File: config.mk
export PLATFORM = sky130hd
export DESIGN_NAME = cpu_watchdog_timer
export DESIGN_NICKNAME = d
export VERILOG_FILES = /design/src/inc/wdt_pkg.sv /design/src/core/cpu_watchdog_timer.sv
export SDC_FILE = /design/constraint.sdc
export NUM_CORES = 1
export LEC_CHECK = 0
export ABC_AREA = 1
export BUFFER_PORTS_ARGS = -buffer_cell sky130_fd_sc_hd__buf_2
export CORE_AREA = 3 3 128 99
export DETAILED_ROUTE_END_ITERATION = 6
export DIE_AREA = 0 0 131 102
export GPL_ROUTABILITY_DRIVEN = 0
export HOLD_SLACK_MARGIN = 0.08
export PLACE_DENSITY = 0.65
export SYNTH_ARGS = -nofsm -noshare
export SYNTH_HDL_FRONTEND = slang
export SYNTH_SLANG_ARGS = --single-unit
export TNS_END_PERCENT = 100
File: constraint.sdc
create_clock -name clk -period 12.8 [get_ports clk]
set_clock_uncertainty 0.1 [all_clocks]
set_input_delay 1.28 -clock clk [delete_from_list [all_inputs] [get_ports clk]]
set_output_delay 1.28 -clock clk [all_outputs]
set_load 0.02 [all_outputs]
File: src/inc/wdt_pkg.sv
// package: register map, field positions, reset values and timing of the watchdog
package wdt_pkg;

   localparam int ADDR_W = 12;

   // printed special-register offsets are kept as indices; byte address is four times the index
   localparam logic [7:0] SUPERVISOR_CONTROL_IDX = 8'hD8;
   localparam logic [7:0] CLOCK_CONTROL_IDX = 8'h8E;
   localparam logic [7:0] EXTENDED_IRQ_ENABLE_IDX = 8'hE8;
   localparam logic [ADDR_W-1:0] SUPERVISOR_CONTROL_ADDR = {2'h0, SUPERVISOR_CONTROL_IDX, 2'h0};
   localparam logic [ADDR_W-1:0] CLOCK_CONTROL_ADDR = {2'h0, CLOCK_CONTROL_IDX, 2'h0};
   localparam logic [ADDR_W-1:0] EXTENDED_IRQ_ENABLE_ADDR = {2'h0, EXTENDED_IRQ_ENABLE_IDX, 2'h0};
   localparam logic [ADDR_W-1:0] POWER_MODE_ADDR = 12'h400;
   localparam logic [ADDR_W-1:0] IRQ_STATUS_ADDR = 12'h404;
   localparam logic [ADDR_W-1:0] IRQ_MASK_ADDR = 12'h408;

   // supervisor_control_reg fields
   localparam int RESTART_BIT = 0;
   localparam int RESET_ENABLE_BIT = 1;
   localparam int RESET_CAUSE_BIT = 2;
   localparam int TIMEOUT_FLAG_BIT = 3;
   // clock_control_reg fields
   localparam int INTERVAL_SELECT_LO_BIT = 6;
   localparam int INTERVAL_SELECT_HI_BIT = 7;
   // extended_irq_enable_reg field
   localparam int TIMEOUT_IRQ_ENABLE_BIT = 4;
   // power_mode_reg fields: {multiplier_sel, clock_divide_sel}
   localparam int CLOCK_DIVIDE_SEL_LSB = 0;
   localparam int MULTIPLIER_SEL_BIT = 2;
   // irq status / mask fields
   localparam int IRQ_TIMEOUT_BIT = 0;
   localparam int IRQ_WDT_RESET_BIT = 1;

   localparam logic [1:0] INTERVAL_SELECT_RESET = 2'h0;
   localparam logic [2:0] CLOCK_MODE_RESET = 3'h1;
   localparam logic [1:0] IRQ_MASK_RESET = 2'h0;

   // system clock modes {multiplier_sel, clock_divide_sel}
   localparam logic [2:0] MODE_MULT_4X = 3'h4;
   localparam logic [2:0] MODE_MULT_2X = 3'h0;
   localparam logic [1:0] DIVIDE_POWER_MGMT = 2'h3;

   // timeout exponents, in oscillator clocks, for interval code 00
   localparam logic [5:0] OSC_EXP_4X = 6'd15;
   localparam logic [5:0] OSC_EXP_2X = 6'd16;
   localparam logic [5:0] OSC_EXP_DIV1 = 6'd17;
   localparam logic [5:0] OSC_EXP_PMM = 6'd27;
   localparam logic [5:0] EXP_STEP = 6'd3;
   // log2 of system clocks per oscillator clock, offset by this bias
   localparam logic [5:0] SYS_SHIFT_BIAS = 6'd10;
   localparam logic [5:0] SYS_SHIFT_4X = 6'd12;
   localparam logic [5:0] SYS_SHIFT_2X = 6'd11;
   localparam logic [5:0] SYS_SHIFT_DIV1 = 6'd10;
   localparam logic [5:0] SYS_SHIFT_PMM = 6'd0;
   // shortest interval in system clocks, same in every mode
   localparam logic [5:0] SYS_EXP_NOMINAL = 6'd17;

   localparam int COUNT_W = 27;
   localparam int TIMEOUT_TO_RESET_CYCLES = 512;
   localparam int RESET_HOLD_OSC_CYCLES = 13;
   localparam int PMM_OSC_PER_SYS = 1024;
   localparam int HOLD_W = 6;
   localparam logic [9:0] DELAY_LAST = 10'(TIMEOUT_TO_RESET_CYCLES - 1);
   // hold length in system clocks, rounded up, never below one
   localparam logic [HOLD_W-1:0] HOLD_4X = HOLD_W'(RESET_HOLD_OSC_CYCLES * 4);
   localparam logic [HOLD_W-1:0] HOLD_2X = HOLD_W'(RESET_HOLD_OSC_CYCLES * 2);
   localparam logic [HOLD_W-1:0] HOLD_DIV1 = HOLD_W'(RESET_HOLD_OSC_CYCLES);
   localparam logic [HOLD_W-1:0] HOLD_PMM =
      HOLD_W'((RESET_HOLD_OSC_CYCLES + PMM_OSC_PER_SYS - 1) / PMM_OSC_PER_SYS);

   typedef enum logic [2:0] {
      ST_RUN = 3'b001,
      ST_DELAY = 3'b010,
      ST_HOLD = 3'b100
   } wdt_state_e;

endpackage

File: src/core/cpu_watchdog_timer.sv
// cpu watchdog timer with an apb register slave
//
// The register addresses and register access over APB were chosen for this implementation.
`timescale 1ns/100ps
// Function
// - free-running counter on the system clock, selectable tap sets timeout interval
// - timeout sets flag; timeout_irq_req only with watchdog and global enables set; irq needs only its mask bit
// - writing restart restarts count; hardware clears the restart bit
// - reset cpu 512 system clocks after timeout unless restarted, if enabled
// - watchdog reset sets reset-cause flag, kept until software clears it
// - with reset and interrupt off, flag still set every interval
// - timeout flag cleared only by software write or any reset
// - reset and interrupt enabled independently in any combination
// - two-bit interval field in the clock control register
// - timeout in oscillator clocks depends on system clock mode
// - 4x and 2x mode timeouts in oscillator clocks
// - divide-by-1 and power-management timeouts in oscillator clocks
// - watchdog reset lasts 13 oscillator cycles; one system clock (1024 oscillator cycles) in power-management mode
// - control register bits: restart, reset enable, cause flag, timeout flag
module cpu_watchdog_timer
   import wdt_pkg::*;
#(
   // exponent of the shortest interval in system clocks; lower it to shorten simulation
   parameter logic [5:0] sys_exp_base = 6'd17
) (
   input wire logic clk,
   input wire logic resetn,
   input wire logic psel,
   input wire logic penable,
   input wire logic pwrite,
   input wire logic [ADDR_W-1:0] paddr,
   input wire logic [31:0] pwdata,
   output logic [31:0] prdata,
   output logic pready,
   output logic pslverr,
   input wire logic global_irq_enable,
   output logic timeout_irq_req,
   output logic irq,
   output logic cpu_reset_req
);

   typedef struct packed {
      wdt_state_e state;
      logic [COUNT_W-1:0] count;
      logic [9:0] delay;
      logic [HOLD_W-1:0] hold;
      logic cpu_reset;
      logic restart_bit;
      logic reset_enable_bit;
      logic reset_cause_flag;
      logic timeout_flag;
      logic timeout_irq_enable;
      logic [1:0] interval_select;
      logic [2:0] clock_mode;
      logic [1:0] irq_status;
      logic [1:0] irq_mask;
      logic [31:0] rdata;
   } wdt_s;

   wdt_s cur;
   wdt_s next_cur;

   // counter tap in system clocks for a clock mode and interval code
   function automatic logic [5:0] interval_tap(input logic [2:0] mode, input logic [1:0] sel);
      logic [5:0] osc_exp;
      logic [5:0] shift;
      osc_exp = OSC_EXP_DIV1;
      shift = SYS_SHIFT_DIV1;
      if (mode[1:0] == DIVIDE_POWER_MGMT) begin
         osc_exp = OSC_EXP_PMM;
         shift = SYS_SHIFT_PMM;
      end else if (mode == MODE_MULT_4X) begin
         osc_exp = OSC_EXP_4X;
         shift = SYS_SHIFT_4X;
      end else if (mode == MODE_MULT_2X) begin
         osc_exp = OSC_EXP_2X;
         shift = SYS_SHIFT_2X;
      end
      // every mode lands on the same system-clock exponent; the bias keeps it positive
      return 6'(osc_exp + EXP_STEP * {4'h0, sel} + shift - SYS_SHIFT_BIAS
                - SYS_EXP_NOMINAL + sys_exp_base);
   endfunction

   // watchdog reset length in system clocks for a clock mode
   function automatic logic [HOLD_W-1:0] hold_cycles(input logic [2:0] mode);
      logic [HOLD_W-1:0] n;
      n = HOLD_DIV1;
      if (mode[1:0] == DIVIDE_POWER_MGMT) begin
         n = HOLD_PMM;
      end else if (mode == MODE_MULT_4X) begin
         n = HOLD_4X;
      end else if (mode == MODE_MULT_2X) begin
         n = HOLD_2X;
      end
      return n;
   endfunction

   logic [5:0] tap;
   logic [COUNT_W-1:0] terminal;
   logic timeout;
   logic wr;
   logic setup;
   logic mapped;

   assign tap = interval_tap(cur.clock_mode, cur.interval_select);
   assign terminal = (COUNT_W'(1) << tap) - COUNT_W'(1);
   assign timeout = (cur.count == terminal);
   assign wr = psel && penable && pwrite;
   assign setup = psel && !penable;
   assign mapped = (paddr == SUPERVISOR_CONTROL_ADDR) || (paddr == CLOCK_CONTROL_ADDR)
                   || (paddr == EXTENDED_IRQ_ENABLE_ADDR) || (paddr == POWER_MODE_ADDR)
                   || (paddr == IRQ_STATUS_ADDR) || (paddr == IRQ_MASK_ADDR);

   // zero-wait slave; read data is captured in the setup cycle
   assign pready = 1'b1;
   assign pslverr = psel && penable && !mapped;
   assign prdata = cur.rdata;
   assign cpu_reset_req = cur.cpu_reset;
   assign timeout_irq_req = cur.timeout_flag && cur.timeout_irq_enable
                            && global_irq_enable;
   assign irq = |(cur.irq_status & cur.irq_mask);

   always_comb begin
      logic [1:0] irq_set;
      logic fire;
      irq_set = 2'h0;
      fire = 1'b0;
      next_cur = cur;

      // free-running count; a taken restart starts it over
      if (cur.restart_bit || timeout) begin
         next_cur.count = '0;
      end else begin
         next_cur.count = COUNT_W'(cur.count + COUNT_W'(1));
      end
      // restart is taken one edge after the write, then self-clears
      next_cur.restart_bit = 1'b0;

      case (cur.state)
         ST_RUN: begin
            if (timeout && !cur.restart_bit) begin
               next_cur.state = ST_DELAY;
               next_cur.delay = '0;
            end
         end
         ST_DELAY: begin
            if (cur.restart_bit) begin
               next_cur.state = ST_RUN;
            end else if (cur.delay == DELAY_LAST) begin
               if (cur.reset_enable_bit) begin
                  fire = 1'b1;
                  next_cur.state = ST_HOLD;
                  next_cur.hold = hold_cycles(cur.clock_mode);
               end else begin
                  next_cur.state = ST_RUN;
               end
            end else begin
               next_cur.delay = 10'(cur.delay + 10'h001);
            end
         end
         ST_HOLD: begin
            if (cur.hold == HOLD_W'(1)) begin
               next_cur.state = ST_RUN;
            end else begin
               next_cur.hold = HOLD_W'(cur.hold - HOLD_W'(1));
            end
         end
         default: begin
            next_cur.state = ST_RUN;
         end
      endcase
      next_cur.cpu_reset = (next_cur.state == ST_HOLD);

      // register writes
      if (wr) begin
         if (paddr == SUPERVISOR_CONTROL_ADDR) begin
            next_cur.restart_bit = pwdata[RESTART_BIT];
            next_cur.reset_enable_bit = pwdata[RESET_ENABLE_BIT];
            next_cur.reset_cause_flag = pwdata[RESET_CAUSE_BIT];
            next_cur.timeout_flag = pwdata[TIMEOUT_FLAG_BIT];
         end else if (paddr == CLOCK_CONTROL_ADDR) begin
            next_cur.interval_select = pwdata[INTERVAL_SELECT_HI_BIT:INTERVAL_SELECT_LO_BIT];
         end else if (paddr == EXTENDED_IRQ_ENABLE_ADDR) begin
            next_cur.timeout_irq_enable = pwdata[TIMEOUT_IRQ_ENABLE_BIT];
         end else if (paddr == POWER_MODE_ADDR) begin
            next_cur.clock_mode = pwdata[MULTIPLIER_SEL_BIT:CLOCK_DIVIDE_SEL_LSB];
         end else if (paddr == IRQ_STATUS_ADDR) begin
            next_cur.irq_status = cur.irq_status & ~pwdata[1:0];
         end else if (paddr == IRQ_MASK_ADDR) begin
            next_cur.irq_mask = pwdata[1:0];
         end
      end

      // hardware sets win over a clearing write in the same cycle
      if (timeout && !cur.restart_bit) begin
         next_cur.timeout_flag = 1'b1;
         irq_set[IRQ_TIMEOUT_BIT] = 1'b1;
      end
      if (fire) begin
         // the watchdog reset is a reset of the core: flag, enable and count clear
         next_cur.timeout_flag = 1'b0;
         next_cur.reset_enable_bit = 1'b0;
         next_cur.count = '0;
         next_cur.reset_cause_flag = 1'b1;
         irq_set[IRQ_WDT_RESET_BIT] = 1'b1;
      end
      next_cur.irq_status = next_cur.irq_status | irq_set;

      // read data captured in the setup phase from the current state
      if (setup && !pwrite) begin
         next_cur.rdata = 32'h0000_0000;
         if (paddr == SUPERVISOR_CONTROL_ADDR) begin
            next_cur.rdata[RESTART_BIT] = cur.restart_bit;
            next_cur.rdata[RESET_ENABLE_BIT] = cur.reset_enable_bit;
            next_cur.rdata[RESET_CAUSE_BIT] = cur.reset_cause_flag;
            next_cur.rdata[TIMEOUT_FLAG_BIT] = cur.timeout_flag;
         end else if (paddr == CLOCK_CONTROL_ADDR) begin
            next_cur.rdata[INTERVAL_SELECT_HI_BIT:INTERVAL_SELECT_LO_BIT] = cur.interval_select;
         end else if (paddr == EXTENDED_IRQ_ENABLE_ADDR) begin
            next_cur.rdata[TIMEOUT_IRQ_ENABLE_BIT] = cur.timeout_irq_enable;
         end else if (paddr == POWER_MODE_ADDR) begin
            next_cur.rdata[MULTIPLIER_SEL_BIT:CLOCK_DIVIDE_SEL_LSB] = cur.clock_mode;
         end else if (paddr == IRQ_STATUS_ADDR) begin
            next_cur.rdata[1:0] = cur.irq_status;
         end else if (paddr == IRQ_MASK_ADDR) begin
            next_cur.rdata[1:0] = cur.irq_mask;
         end
      end
   end

   always_ff @(posedge clk) begin
      if (!resetn) begin
         cur.state <= ST_RUN;
         cur.count <= '0;
         cur.delay <= '0;
         cur.hold <= '0;
         cur.cpu_reset <= 1'b0;
         cur.restart_bit <= 1'b0;
         cur.reset_enable_bit <= 1'b0;
         cur.reset_cause_flag <= 1'b0;
         cur.timeout_flag <= 1'b0;
         cur.timeout_irq_enable <= 1'b0;
         cur.interval_select <= INTERVAL_SELECT_RESET;
         cur.clock_mode <= CLOCK_MODE_RESET;
         cur.irq_status <= 2'h0;
         cur.irq_mask <= IRQ_MASK_RESET;
         cur.rdata <= 32'h0000_0000;
      end else begin
         cur <= next_cur;
      end
   end

endmodule

Yosys cells after proc, flatten, opt, wreduce, memory -nomap -nowiden
Index checks and enable logic that the tools add are counted.
{"block": "word_totals", "reg_bits": 68, "word_cells": 152}
{"block": "op_classes", "add_sub_neg": 9, "n_mul": 1, "eq_ne": 21, "n_shift": 1, "n_mux": 57, "bitwise_logic": 10, "reduce_logical": 38}
{"operator": "12-bit by 10-bit equality test with 1-bit output, second input constant", "count": 3}
{"operator": "12-bit by 11-bit equality test with 1-bit output, second input constant", "count": 3}
{"operator": "10-bit 2-to-1 mux", "count": 3}
{"operator": "3-bit 2-to-1 mux", "count": 10}
{"operator": "6-bit 2-to-1 mux", "count": 5}
{"operator": "27-bit by 1-bit adder with 27-bit output, second input constant", "count": 1}
{"operator": "27-bit equality test", "count": 1}
{"operator": "1-bit by 6-bit << shifter with 27-bit output, first input constant", "count": 1}
{"operator": "27-bit by 2-bit subtractor with 27-bit output, second input constant", "count": 1}
{"operator": "2-bit 2-to-1 mux", "count": 11}
{"operator": "10-bit one-hot mux with 2 select lines", "count": 1}
{"operator": "1-bit 2-to-1 mux", "count": 16}
{"operator": "16-bit 2-to-1 mux", "count": 1}
{"operator": "5-bit 2-to-1 mux", "count": 3}
{"operator": "7-bit 2-to-1 mux", "count": 2}
{"operator": "12-bit 2-to-1 mux", "count": 1}
{"operator": "2-bit inequality test, second input constant", "count": 6}
{"operator": "6-bit one-hot mux with 2 select lines", "count": 1}
{"operator": "2-bit nonzero test", "count": 6}
{"operator": "10-bit by 1-bit adder with 10-bit output, second input constant", "count": 1}
{"operator": "10-bit by 9-bit equality test with 1-bit output, second input constant", "count": 1}
{"operator": "5-bit AND reduction", "count": 2}
{"operator": "3-bit equality test, second input constant", "count": 3}
{"operator": "3-bit one-hot mux with 3 select lines", "count": 1}
{"operator": "other kinds (26)", "count": 53}

Logic depth before layout (Yosys ltp)
Gate-level depths: netlist of run 1.
{"block": "depth", "ltp_word": 16, "depth_mapped": 33, "depth_no_buf": 31}

Least setup slack after synthesis of run 1
OpenSTA, ideal clock, no wires.
{"block": "synth_timing", "kind": "reg2reg", "from": "register cur[39] in the netlist's numbering", "to": "register cur[59] in the netlist's numbering", "t_arrival_ns": 4.153, "setup_slack_ns": 8.413, "stages_incl_launch_ff": 31, "synth_period_minus_slack_ns": 4.387, "path_cell_list": "dfxtp_1 -> inv_1 -> ha_1 -> inv_1 -> fa_1 -> nand2_1 -> o21ai_0 -> ha_1 -> nand2_1 -> inv_1 -> nand3_1 -> nand3_1 -> nand2_4 -> buf_6 -> nand3_1 -> ha_1 -> xor2_1 -> nand3_1 -> nor3_1 -> nand2_1 -> nor2_1 -> nand3_1 -> nor2_1 -> nand3_1 -> nor2_1 -> nand2_1 -> nor2_4 -> nand3_2 -> buf_4 -> nand3_1 -> a21oi_1"}
{"block": "synth_via", "elab_chain_len": 12}
{"item": "from (decl)", "line_no": "cpu_watchdog_timer.sv:60", "rtl": "wdt_s cur;"}
{"item": "from (signal assigned)", "line_no": "cpu_watchdog_timer.sv:249", "rtl": "cur <= next_cur;"}
{"item": "2-bit by 2-bit multiplier with 4-bit output", "line_no": "cpu_watchdog_timer.sv:80", "rtl": "return 6'(osc_exp + EXP_STEP * {4'h0, sel} + shift - SYS_SHIFT_BIAS"}
{"item": "6-bit by 4-bit adder with 6-bit output", "line_no": "cpu_watchdog_timer.sv:80"}
{"item": "6-bit adder", "line_no": "cpu_watchdog_timer.sv:80"}
{"item": "6-bit by 4-bit subtractor with 6-bit output", "line_no": "cpu_watchdog_timer.sv:80"}
{"item": "6-bit by 5-bit subtractor with 6-bit output", "line_no": "cpu_watchdog_timer.sv:81", "rtl": "- SYS_EXP_NOMINAL + sys_exp_base);"}
{"item": "6-bit by 5-bit adder with 6-bit output", "line_no": "cpu_watchdog_timer.sv:81"}
{"item": "1-bit by 6-bit << shifter with 27-bit output", "line_no": "cpu_watchdog_timer.sv:106", "rtl": "assign terminal = (COUNT_W'(1) << tap) - COUNT_W'(1);"}
{"item": "27-bit by 2-bit subtractor with 27-bit output", "line_no": "cpu_watchdog_timer.sv:106"}
{"item": "27-bit equality test", "line_no": "cpu_watchdog_timer.sv:107", "rtl": "assign timeout = (cur.count == terminal);"}
{"item": "1-bit logical AND", "line_no": "cpu_watchdog_timer.sv:141", "rtl": "if (timeout && !cur.restart_bit) begin"}
{"item": "2-bit inequality test (no source line)"}
{"item": "4-bit AND reduction (no source line)"}
No other way between the ends.
A chain may end at the register's enable or synchronous reset.

Worst setup path in the final report of run 1
{"block": "layout_timing", "from": "register cur[39] in the netlist's numbering", "to": "register cur[56] in the netlist's numbering"}
The elaborated chain is that of the path after synthesis.

==> results.md, run 1 <==
* Outcome: complete, no violations
* Mapped Cells at 774
* Final slew viol count at 0
* Layout cells sized above 1 at 11.8%
* H-tree depth at 3
* Yosys reg bits at 68
* Synthesized area at 5120 um2
* Lkg Pwr at 0.00242 uW
* Critical Path Sink Type: register
* Worst hold margin at 0.364 ns
* Worst skew pair latency at 0.33 ns
* Dpl hpwl at 8730 um
* CTS Buf Count at 9
* WL final at 11600 um
* Final count of negative-setup-slack endpoints at 0
* RSZ-0062 raised after global routing: no
* Cell Area, Placed at 5220 um2
* Max-cap violation count at 0
* Die Wd at 131 um
* Cts-stage hold buffer count at 0
* Starting density of the core at 44.4%
* # DRC at 0
* Routed wire per std cell at 12.1 um
* Final Core Density at 47.9%
* Power per cell area at 87.5 nW/um2
* Fmax at 182 MHz
* Min cycle time layout at 5.50 ns
* Hold crit path type: register to register
* Rows at 34
* Top Usage Layer GRT: met1
* DRC marker count from the first detailed-route iteration at 367
* Pwr Total at 483 uW
* Total global-route track usage at 17.9%
* Yosys synthesis warning count at 0
* CTS tree: built
* Met2 usage in global routing at 24.1%
* First-pass GRT wire length at 19200 um
* Router iterations before antenna repair at 5
* Worst relative slew slack at 47.9%
* CTS clk-pin slew, worst paths at 0.06 ns
* Ant diodes at 0
* Largest net degree at the start of global routing at 30
* Chip height at 102 um
* Area grow syn2layout at 7.87%
* GR met3 Demand/Resource at 4.60%
* CTS Buffer Depth at 2
* Crit path kind: register to register
* Fin area at 5520 um2
* Worst-Margin Slew at 0.781 ns
* Area of the die at 13400 um2
* Root Buffer: clkbuf_16
* CP max stage cell: dfxtp_1
* Tcrit/Tclk final at 43.0%
* Worst path required time at 12.95 ns
* CP bufs+invs at 2
* M1 GR Usage at 28.1%
* # Post-CTS Setup Buffers at 0
* CTS resizes at 0
* Synth cell types at 50
* Startpoint types: register
* Sequential area share after synthesis at 26.6%
* Commonest non-fill, non-tap cells in the layout: nand2_1, inv_1, nor2_1
* Final ANT Viol Nets at 0
* Worst path max stage delay at 0.50 ns
* Initial antenna violation count at 0
* Setup TNS at 0 ns
* CP Data Arrival Time at 5.65 ns
* Via count at 4657
* Port-buffer cells at 35
* Vias in the first global route at 3969
* Vias per inst at 4.85
* Core area at 11500 um2
* CP max FO at 29
* Most frequent CP cell: nand2_1
* Aggregate global routing overflow at 0
* Most common cell after layout, fill and taps aside: nand2_1
* Cell family with most CP delay: simple AND/OR/NAND/NOR gates
* Avg Cell Area, Syn at 6.61 um2
* Number of I/O pins at 87
* Sink Count at 68
* Worst VDD drop at 0.0673 mV
* Final net count at 868
* Hold Vio Cnt, Final at 0
## stage by stage
| step | std cells | setup slack, ns |
|---|---|---|
| 2_1_floorplan | 798 | 8.41 |
| 3_3_place_gp | 945 | 7.43 |
| 3_5_place_dp | 945 | 7.37 |
| 4_1_cts | 961 | 7.29 |
| 5_1_grt | 961 | 6.75 |
| 6_report | 961 | 7.30 |
## logic make-up (layout without fill, tap and decap cells)
group	Yosys count	in the layout	synth area share, %
adder cells (fa/ha/maj)	24	24	6.16
buffers and inverters	169	170	15.9
XOR/XNOR	29	29	4.96
other	2	26	0.147
AO/OA/AOI/OAI	100	100	11.5
flip-flops	68	68	26.6
AND/OR/NAND/NOR	382	382	34.7
## worst register-to-register path: cells and delay by family, from the launching register on
kind / cells / cell delay [ns]
compound gates: 1 / 0.14
xor+xnor: 1 / 0.16
fa+ha+maj: 4 / 1.45
simple gates: 20 / 2.71
flops: 1 / 0.50
buf+inv: 2 / 0.39
## worst paths after layout
path | slack [ns] | depth (start not counted) | from | to
max | 7.30 | 28 | cur[39]$_SDFFE_PN0P_ | cur[56]$_SDFFE_PN0P_
min | 0.36 | 2 | prdata[4]$_SDFFE_PN0P_ | prdata[4]$_SDFFE_PN0P_
max reg2reg | 7.30 | 28 | cur[39]$_SDFFE_PN0P_ | cur[56]$_SDFFE_PN0P_
min reg2reg | 0.36 | 2 | prdata[4]$_SDFFE_PN0P_ | prdata[4]$_SDFFE_PN0P_
## flip-flops by register name, indices dropped and copies added, names as in the netlist
signal and count:
cur 60, prdata 7, cpu_reset_req 1
## power by group
group	internal (uW)	switching [uW]
Combinational	6.94	19.2
Clock	148	94.5
Sequential	213	1.35
## cell usage after synthesis, drive strengths merged
cell    instances  area [um2]
inv           117         439
buf            43         339
a221o           1        10.0
fa              2        40.0
nor3           34         200
or3             1        6.26
nor2           85         339
o211ai          9        72.6
a21boi          1        7.51
or3b            1        11.3
a31oi           6        37.5
nor3b           3        27.5
dfxtp          68        1360
nand3b          4        42.5
xor2           21         184
ha             22         275
a221oi          1        8.76
clkbuf          8        30.0
o21ai          31         155
xnor2           8        70.1
nand4          13        81.3
conb            2        7.51
or2             2        12.5
o31ai           2        15.0
clkinv          1        3.75
a211oi          5        37.5
nand3          67         375
nand2         169         662
a31o            1        8.76
a21oi          40         204
o311ai          3        33.8
nor4            3        18.8
## metal layers
metal	wire length [um]	share of wire, %	vias up
li1	-	-	2476
met1	6280	54	2072
met2	4510	39	100
met3	707	6.1	9
met4	96	0.83	0
met5	0	0	-
## final cells by class
type                       count  area, um2
multi-input combinational    561       3030
clock buffer                  12        267
clock inverter                 4       30.0
fill                        1184       6010
inverter                     118        443
sequential                    68       1360
timing repair buffer          36        183
tap                          162        203
Note: power is estimated with default switching activity, not from simulation.
==> run 2, diff against run 1 <==
--- a/config.mk
+++ b/config.mk
@@ -5,14 +5,13 @@
 export SDC_FILE = /design/constraint.sdc
 export NUM_CORES = 1
 export LEC_CHECK = 0
-export ABC_AREA = 1
+export ABC_AREA = 0
 export BUFFER_PORTS_ARGS = -buffer_cell sky130_fd_sc_hd__buf_2
-export CORE_AREA = 3 3 128 99
+export CORE_AREA = 3 3 129 100
 export DETAILED_ROUTE_END_ITERATION = 6
-export DIE_AREA = 0 0 131 102
+export DIE_AREA = 0 0 132 103
 export GPL_ROUTABILITY_DRIVEN = 0
 export HOLD_SLACK_MARGIN = 0.08
-export PLACE_DENSITY = 0.65
 export SYNTH_ARGS = -nofsm -noshare
 export SYNTH_HDL_FRONTEND = slang
 export SYNTH_SLANG_ARGS = --single-unit
==> constraint.sdc (replaced) <==
create_clock -name clk -period 5.7 [get_ports clk]
set_clock_uncertainty 0.1 [all_clocks]
set_input_delay 0.57 -clock clk [delete_from_list [all_inputs] [get_ports clk]]
set_output_delay 0.57 -clock clk [all_outputs]
set_load 0.02 [all_outputs]
==> run 2 against run 1 <==
Against the previous run: routed wire length up 17%; final cell count down 11%; non-clock buffer count up 19; sequential power up 120%; final area up 4.6%; clock power up 140%; global-route usage up 2.0 points; worst hold slack worse by 0.0063 ns; die area up 1.8%; fmax up 2.3%; sequential cell count unchanged; synthesized cell count down 14%; critical endpoint is now cur[76]$_SDFF_PP0_; largest power group unchanged.
==> results.md, run 2 <==
* Hold crit path type: register to register
* Most flops, register: cur
* Startpoint types: register
* Starting density of the core at 44.7% (+0.35 points)
* Root Buffer: clkbuf_16
* Area of the die at 13600 um2 (+1.8%)
* Total global-route track usage at 19.9% (+2.0 points)
* Yosys reg bits at 68 (unchanged)
* Vias per inst at 5.71 (+18%)
* Fmax at 186 MHz (+2.3%)
* Die Wd at 132 um (+0.76%)
* Routed wire per std cell at 15.9 um (+31%)
* Worst R2R Start: cur[37]$_SDFFE_PN0P_
* CTS Buffer Depth at 2 (unchanged)
* Leading area contributor after synthesis: dfxtp_1
* Register area at 1360 um2 (unchanged)
* Max-cap violation count at 0 (unchanged)
* Most frequent CP cell: nand2_1
* Worst-Margin Slew at 1.09 ns (+0.312 ns)
* CP Data Arrival Time at 5.56 ns (-0.09 ns)
* Final Core Density at 49.7% (+1.8 points)
* # DRC at 0 (unchanged)
* Synth top area cells: dfxtp_1, ha_1, nor2_1
* Via count at 4868 (+4.5%)
* Worst relative slew slack at 26.6% (-21 points)
* Final net count at 759 (-13%)
* Top FF cell, synth: dfxtp_1
* Most common cell in the netlist: nor2_1
* Sink Count at 68 (unchanged)
* Dpl hpwl at 10300 um (+18%)
* Tcrit/Tclk final at 94.4% (+51 points)
* Power per cell area at 194 nW/um2 (+120%)
* Reg2reg end: cur[76]$_SDFF_PP0_
* WL final at 13500 um (+17%)
* Synth cell types at 79 (+58%)
* Fillers at 1113 (-6.0%)
* Avg Cell Area, Syn at 7.85 um2 (+19%)
* Crit-path cells: and2_1 > nor2_1 > fa_1 > inv_1 > ha_1 > ha_1 > a211o_1 > a2bb2oi_2 > o211ai_1 > nand2_1 > nand2_1 > ha_2 > nand2_1 > a2111oi_0 > o22ai_1 > a32o_1 > o2111ai_1 > nor2_1 > nand4_1 > nand2_1 > buf_4 > nor2_1
* Worst path required time at 5.88 ns (-7.07 ns)
* CTS tree: built
* Final count of negative-setup-slack endpoints at 0 (unchanged)
* Area grow syn2layout at 11.1%
* Post-synth top area share at 26.2% (-0.40 points)
* First-pass GRT wire length at 22300 um (+16%)
* Aggregate global routing overflow at 0 (unchanged)
* CTS Buf Count at 9 (unchanged)
* Chip height at 103 um (+0.98%)
* Layout cells sized above 1 at 14.2% (+2.4 points)
* Lkg Pwr at 0.00218 uW (-10%)
* Ant diodes at 0 (unchanged)
* Number of I/O pins at 87 (unchanged)
* Yosys synthesis warning count at 0 (unchanged)
* Synthesized area at 5200 um2 (+1.5%)
* Hold endpoint: prdata[4]$_SDFFE_PN0P_
* CP max FO at 19 (-34%)
* Most common cell after layout, fill and taps aside: nor2_1
* DRC marker count from the first detailed-route iteration at 366 (-0.27%)
* Worst R2R Setup Slack at 0.32 ns (-6.98 ns)
* Final slew viol count at 0 (unchanged)
* H-tree depth at 3 (unchanged)
* Min-delay src: prdata[4]$_SDFFE_PN0P_
* Final ANT Viol Nets at 0 (unchanged)
* Post-synth EDFFs at 0 (unchanged)
* Cts-stage hold buffer count at 0 (unchanged)
* Hold Vio Cnt, Final at 0 (unchanged)
* Critical Path Sink Type: register
* Worst path max stage delay at 0.51 ns (about the same)
* CP max stage cell: a2111oi_0
* Port-buffer cells at 35 (unchanged)
* Router iterations before antenna repair at 5 (unchanged)
* Worst r2r path cells at 22 (-21%)
* Mapped Cells at 662 (-14%)
* Largest net degree at the start of global routing at 28 (-6.7%)
* Worst hold path depth at 2 (unchanged)
* Area of the multi-input gates at 3490 um2 (+15%)
* Outcome: complete, no violations
* Initial antenna violation count at 0 (unchanged)
* Largest register FFs at 60 (unchanged)
* Core area at 11600 um2 (+0.74%)
* Async set-reset flop share out of synthesis at 0% (unchanged)
* Crit path kind: register to register
* Top post-synthesis cells by count: nor2_1, dfxtp_1, nand2_1
* Commonest non-fill, non-tap cells in the layout: nor2_1, dfxtp_1, nand2_1
* CTS clk-pin slew, worst paths at 0.06 ns (about the same)
* Vias in the first global route at 4509 (+14%)
* Min cycle time layout at 5.38 ns (-0.123 ns)
* Worst skew pair latency at 0.34 ns (about the same)
* Sequential area share after synthesis at 26.2% (-0.40 points)
* Worst hold margin at 0.358 ns (-0.00634 ns)
* Rows at 34 (unchanged)
* Worst VDD drop at 0.172 mV (+160%)
-- run 2: cell types whose count changed after synthesis, moves of 9 or more --
cell / change
nand2_1: -100
inv_1: -89
nand3_1: -22
clkbuf_1: +21
mux2i_1: +14
a21oi_1: -12
and3_1: +11
o2111ai_1: +11
nor2_1: -10
xnor2_1: +10
nor2b_1: +9
-- run 2: cells by family after synthesis --
kind of cell	after synthesis	synth area share (%)
simple gates	288	28.9
compound gates	130	18.6
buf+inv	89	8.89
flops	68	26.2
xor+xnor	43	7.66
fa+ha+maj	24	6.07
mux	18	3.56
other cells	2	0.145
-- run 2: report_power, final --
part | total, uW | internal (uW) | leakage [uW] | switching [uW]
sequential | 481 | 478 | 0.000548 | 3.16
clock | 581 | 363 | 0.000148 | 218
combinational | 61.0 | 17.6 | 0.00148 | 43.4
-- run 2: area by class of cell --
cell class              instances  share of cell area, %
clock buffers                  11                   4.38
clock inverters                 5                   1.02
inverters                      22                   1.43
multi-input cells             529                   60.5
flip-flops and latches         68                   23.6
well taps                     162                   3.51
repair buffers                 55                   5.63
-- run 2: through the flow --
stage / cells / TNS (ns) / cell area (um2) / power, uW / setup slack, ns
3_3_place_gp: 836 / 0 / 5440 / 550 / 0.176
2_1_floorplan: 686 / 0 / 5290 / 545 / 0.0934
5_1_grt: 852 / -0.0113 / 5780 / 1160 / -0.0113
6_report: 852 / 0 / 5780 / 1120 / 0.319
4_1_cts: 852 / 0 / 5750 / 1130 / 0.121
3_5_place_dp: 836 / 0 / 5440 / 551 / 0.163
-- run 2: worst max path at each step --
stage | from | end | slack, ns | cells past startpoint
final | cur[37]$_SDFFE_PN0P_ | cur[76]$_SDFF_PP0_ | 0.32 | 22
after global routing | cur[39]$_SDFFE_PN0P_ | cur[60]$_SDFFE_PN0P_ | -0.01 | 22
after CTS | cur[36]$_SDFFE_PN1P_ | cur[58]$_SDFFE_PN0P_ | 0.12 | 21
after detailed placement | cur[37]$_SDFFE_PN0P_ | cur[60]$_SDFFE_PN0P_ | 0.16 | 20
after global placement | cur[39]$_SDFFE_PN0P_ | cur[60]$_SDFFE_PN0P_ | 0.18 | 20
after floorplan | cur[39]$_SDFFE_PN0P_ | cur[60]$_SDFFE_PN0P_ | 0.09 | 22
-- run 2: repair_timing --
item,4_1_cts,5_1_grt
buffers inserted,0,0
endpoints found under the setup margin,0,41
resized for setup,0,7
-- run 2: worst max-delay path: cells and delay by family, from the launching register on --
kind / cells / cell delay [ns]
fa+ha+maj: 4 / 1.35
flops: 1 / 0.39
compound gates: 7 / 1.67
simple gates: 9 / 1.53
buf+inv: 2 / 0.29
-- run 2: routing by layer --
layer  GRT usage, %  share of wire (%)  up-vias  routed length, um
li1               -                  -     2375                  -
met1           27.2                 48     2290               6470
met2           30.7                 43      185               5770
met3           5.07                7.9       18               1060
met4           7.10                1.6        0                216
met5              0                  0        -                  0
==> run 3, diff against run 2 <==
--- a/config.mk
+++ b/config.mk
@@ -12,6 +12,7 @@
 export DIE_AREA = 0 0 132 103
 export GPL_ROUTABILITY_DRIVEN = 0
 export HOLD_SLACK_MARGIN = 0.08
+export RECOVER_POWER = 50
 export SYNTH_ARGS = -nofsm -noshare
 export SYNTH_HDL_FRONTEND = slang
 export SYNTH_SLANG_ARGS = --single-unit
==> run 3 against run 2 <==
Against the previous run: worst setup slack improved by 0.025 ns; sequential power about the same; clock power about the same; routed wire length decreased by 0.38%; power about the same; critical endpoint is now cur[60]$_SDFFE_PN0P_; highest routed layer unchanged; via count decreased by 0.64%; largest cell class unchanged; global-route usage unchanged.
==> results.md, run 3 (synthesis results as in run 2) <==
* Outcome: complete, no violations
* Worst skew pair latency at 0.34 ns (about the same)
* CTS Buffer Depth at 2 (unchanged)
* Most frequent CP cell: nand2_1
* Worst path max stage delay at 0.49 ns (-0.02 ns)
* Switch Pwr at 265 uW (+0.52%)
* CTS tree: built
* Register area at 1360 um2 (unchanged)
* Cell family with most CP delay: simple AND/OR/NAND/NOR gates
* Chip height at 103 um (unchanged)
* Most flops, register: cur
* Starting density of the core at 44.7% (unchanged)
* Crit-path cells: and2_1 > nor2_1 > fa_1 > inv_1 > ha_1 > ha_1 > o21ai_1 > a2bb2oi_2 > o211ai_1 > nand2_1 > nand2_1 > ha_2 > xor2_1 > o2111ai_1 > nor3_2 > nand2_1 > a31oi_1 > nand4_1 > nor3b_2 > nand4_4 > a2111oi_4 > mux2_1
* Area of the die at 13600 um2 (unchanged)
* Power per cell area at 195 nW/um2 (+0.34%)
* Cts-stage hold buffer count at 0 (unchanged)
* Commonest non-fill, non-tap cells in the layout: nor2_1, dfxtp_1, nand2_1
* Fillers at 1117 (+0.36%)
* Internal at 858 uW (about the same)
* Worst relative slew slack at 26.6% (+0.058 points)
* Startpoint types: register
* Rows at 34 (unchanged)
* CP max stage cell: fa_1
* Switching share of power at 23.6% (+0.10 points)
* Total global-route track usage at 19.9% (unchanged)
* CTS Buf Count at 9 (unchanged)
* Clock Power Share at 51.8% (about the same)
* Root Buffer: clkbuf_16
* CP max FO at 7 (-12)
* First-pass GRT wire length at 22300 um (unchanged)
* Initial antenna violation count at 0 (unchanged)
* CTS clk-pin slew, worst paths at 0.06 ns (about the same)
* Final ANT Viol Nets at 0 (unchanged)
* Crit path kind: register to register
* # DRC at 0 (unchanged)
* DRC marker count from the first detailed-route iteration at 366 (unchanged)
* Vias in the first global route at 4509 (unchanged)
* Largest register FFs at 60 (unchanged)
* CP Data Arrival Time at 5.48 ns (-0.08 ns)
* Lkg Pwr at 0.00213 uW (-2.3%)
* Layout cells sized above 1 at 12.5% (-1.7 points)
* CP bufs+invs at 1 (-1)
* Fin cells at 852 (unchanged)
* Inst Count DP at 836 (unchanged)
* Core area at 11600 um2 (unchanged)
* Final slew viol count at 0 (unchanged)
* Min cycle time layout at 5.36 ns (-0.0247 ns)
* Vias per inst at 5.68 (-0.64%)
* Routed wire per std cell at 15.8 um (-0.38%)
* Area grow syn2layout at 10.9%
* H-tree depth at 3 (unchanged)
* Final net count at 759 (unchanged)
* Tcrit/Tclk final at 94.0% (-0.43 points)
* Max-cap violation count at 0 (unchanged)
* Sink Count at 68 (unchanged)
* Logic pwr share at 5.4% (about the same)
* Router iterations before antenna repair at 5 (unchanged)
* Hold Vio Cnt, Final at 0 (unchanged)
* Ant diodes at 0 (unchanged)
* Flop pwr share at 42.8% (about the same)
* Fmax at 187 MHz (+0.46%)
* Setup TNS at 0 ns (unchanged)
* Hold crit path type: register to register
* Dpl hpwl at 10300 um (unchanged)
* Aggregate global routing overflow at 0 (unchanged)
* Die Wd at 132 um (unchanged)
* # Post-CTS Setup Buffers at 0 (unchanged)
* Worst path required time at 5.83 ns (-0.05 ns)
* WL final at 13500 um (-0.38%)
* Port-buffer cells at 35 (unchanged)
* Most common cell after layout, fill and taps aside: nor2_1
* Critical Path Sink Type: register
* Number of I/O pins at 87 (unchanged)
* Worst VDD drop at 0.172 mV (about the same)
* Via count at 4837 (-0.64%)
* Largest net degree at the start of global routing at 28 (unchanged)
* Area of the multi-input gates at 3490 um2 (unchanged)
* Worst-Margin Slew at 1.09 ns (-0.000866 ns)
* Final count of negative-setup-slack endpoints at 0 (unchanged)
-- run 3: power groups by stage --
stage / Combinational [uW] / Clock, uW / Sequential, uW
floorplan: 53.9 / 0 / 491
global placement: 58.3 / 0 / 492
detailed placement: 59.4 / 0 / 492
CTS: 59.6 / 593 / 481
global route: 65.8 / 612 / 482
finish: 60.4 / 582 / 481
-- run 3: final timing paths --
check                           slack (ns)                   start  depth (start not counted)                      to
worst max-delay path                  0.34    cur[37]$_SDFFE_PN0P_                         22    cur[60]$_SDFFE_PN0P_
worst min-delay path                  0.36  prdata[4]$_SDFFE_PN0P_                          2  prdata[4]$_SDFFE_PN0P_
worst max register to register        0.34    cur[37]$_SDFFE_PN0P_                         22    cur[60]$_SDFFE_PN0P_
worst min register to register        0.36  prdata[4]$_SDFFE_PN0P_                          2  prdata[4]$_SDFFE_PN0P_
-- run 3: area by class of cell --
type	count	area share, %
well taps	162	3.52
clock buffers	11	4.39
flip-flops and latches	68	23.6
repair buffers	55	5.39
inverters	22	1.43
multi-input cells	529	60.6
clock inverters	5	1.02
-- run 3: worst reg2reg max path, delay by kind of cell (launching register included) --
family	cells	cell delay, ns
DFF	1	0.39
buffers and inverters	1	0.07
AOI/OAI and AO/OA	6	1.23
muxes	1	0.35
and+or+nand+nor	9	1.61
xor gates and xnor gates	1	0.15
adders and majority gates	4	1.37
-- run 3: stage by stage --
step | worst slack, ns | hold WS [ns] | cell area (um2) | power [uW] | utilization, %
2_1_floorplan | 0.0934 | 0.332 | 5290 | 545 | -
3_3_place_gp | 0.176 | 0.345 | 5440 | 550 | 46.8
3_5_place_dp | 0.163 | 0.346 | 5440 | 551 | 46.8
4_1_cts | 0.121 | 0.361 | 5750 | 1130 | 49.5
5_1_grt | -0.0113 | 0.376 | 5760 | 1160 | 49.6
6_report | 0.344 | 0.359 | 5760 | 1120 | 49.6
-- run 3: repair_timing --
action                                 CTS  global route
setup endpoints to repair                0            41
endpoints found under the hold margin    0             0
resized for setup                        0             7
-- run 3: routing by layer --
| metal | share of wire (%) | global-route usage (%) | wire length (um) |
|---|---|---|---|
| met5 | 0 | 0 | 0 |
| met4 | 1.4 | 7.10 | 195 |
| met3 | 7.9 | 5.07 | 1060 |
| met2 | 43 | 30.7 | 5750 |
| met1 | 48 | 27.2 | 6450 |
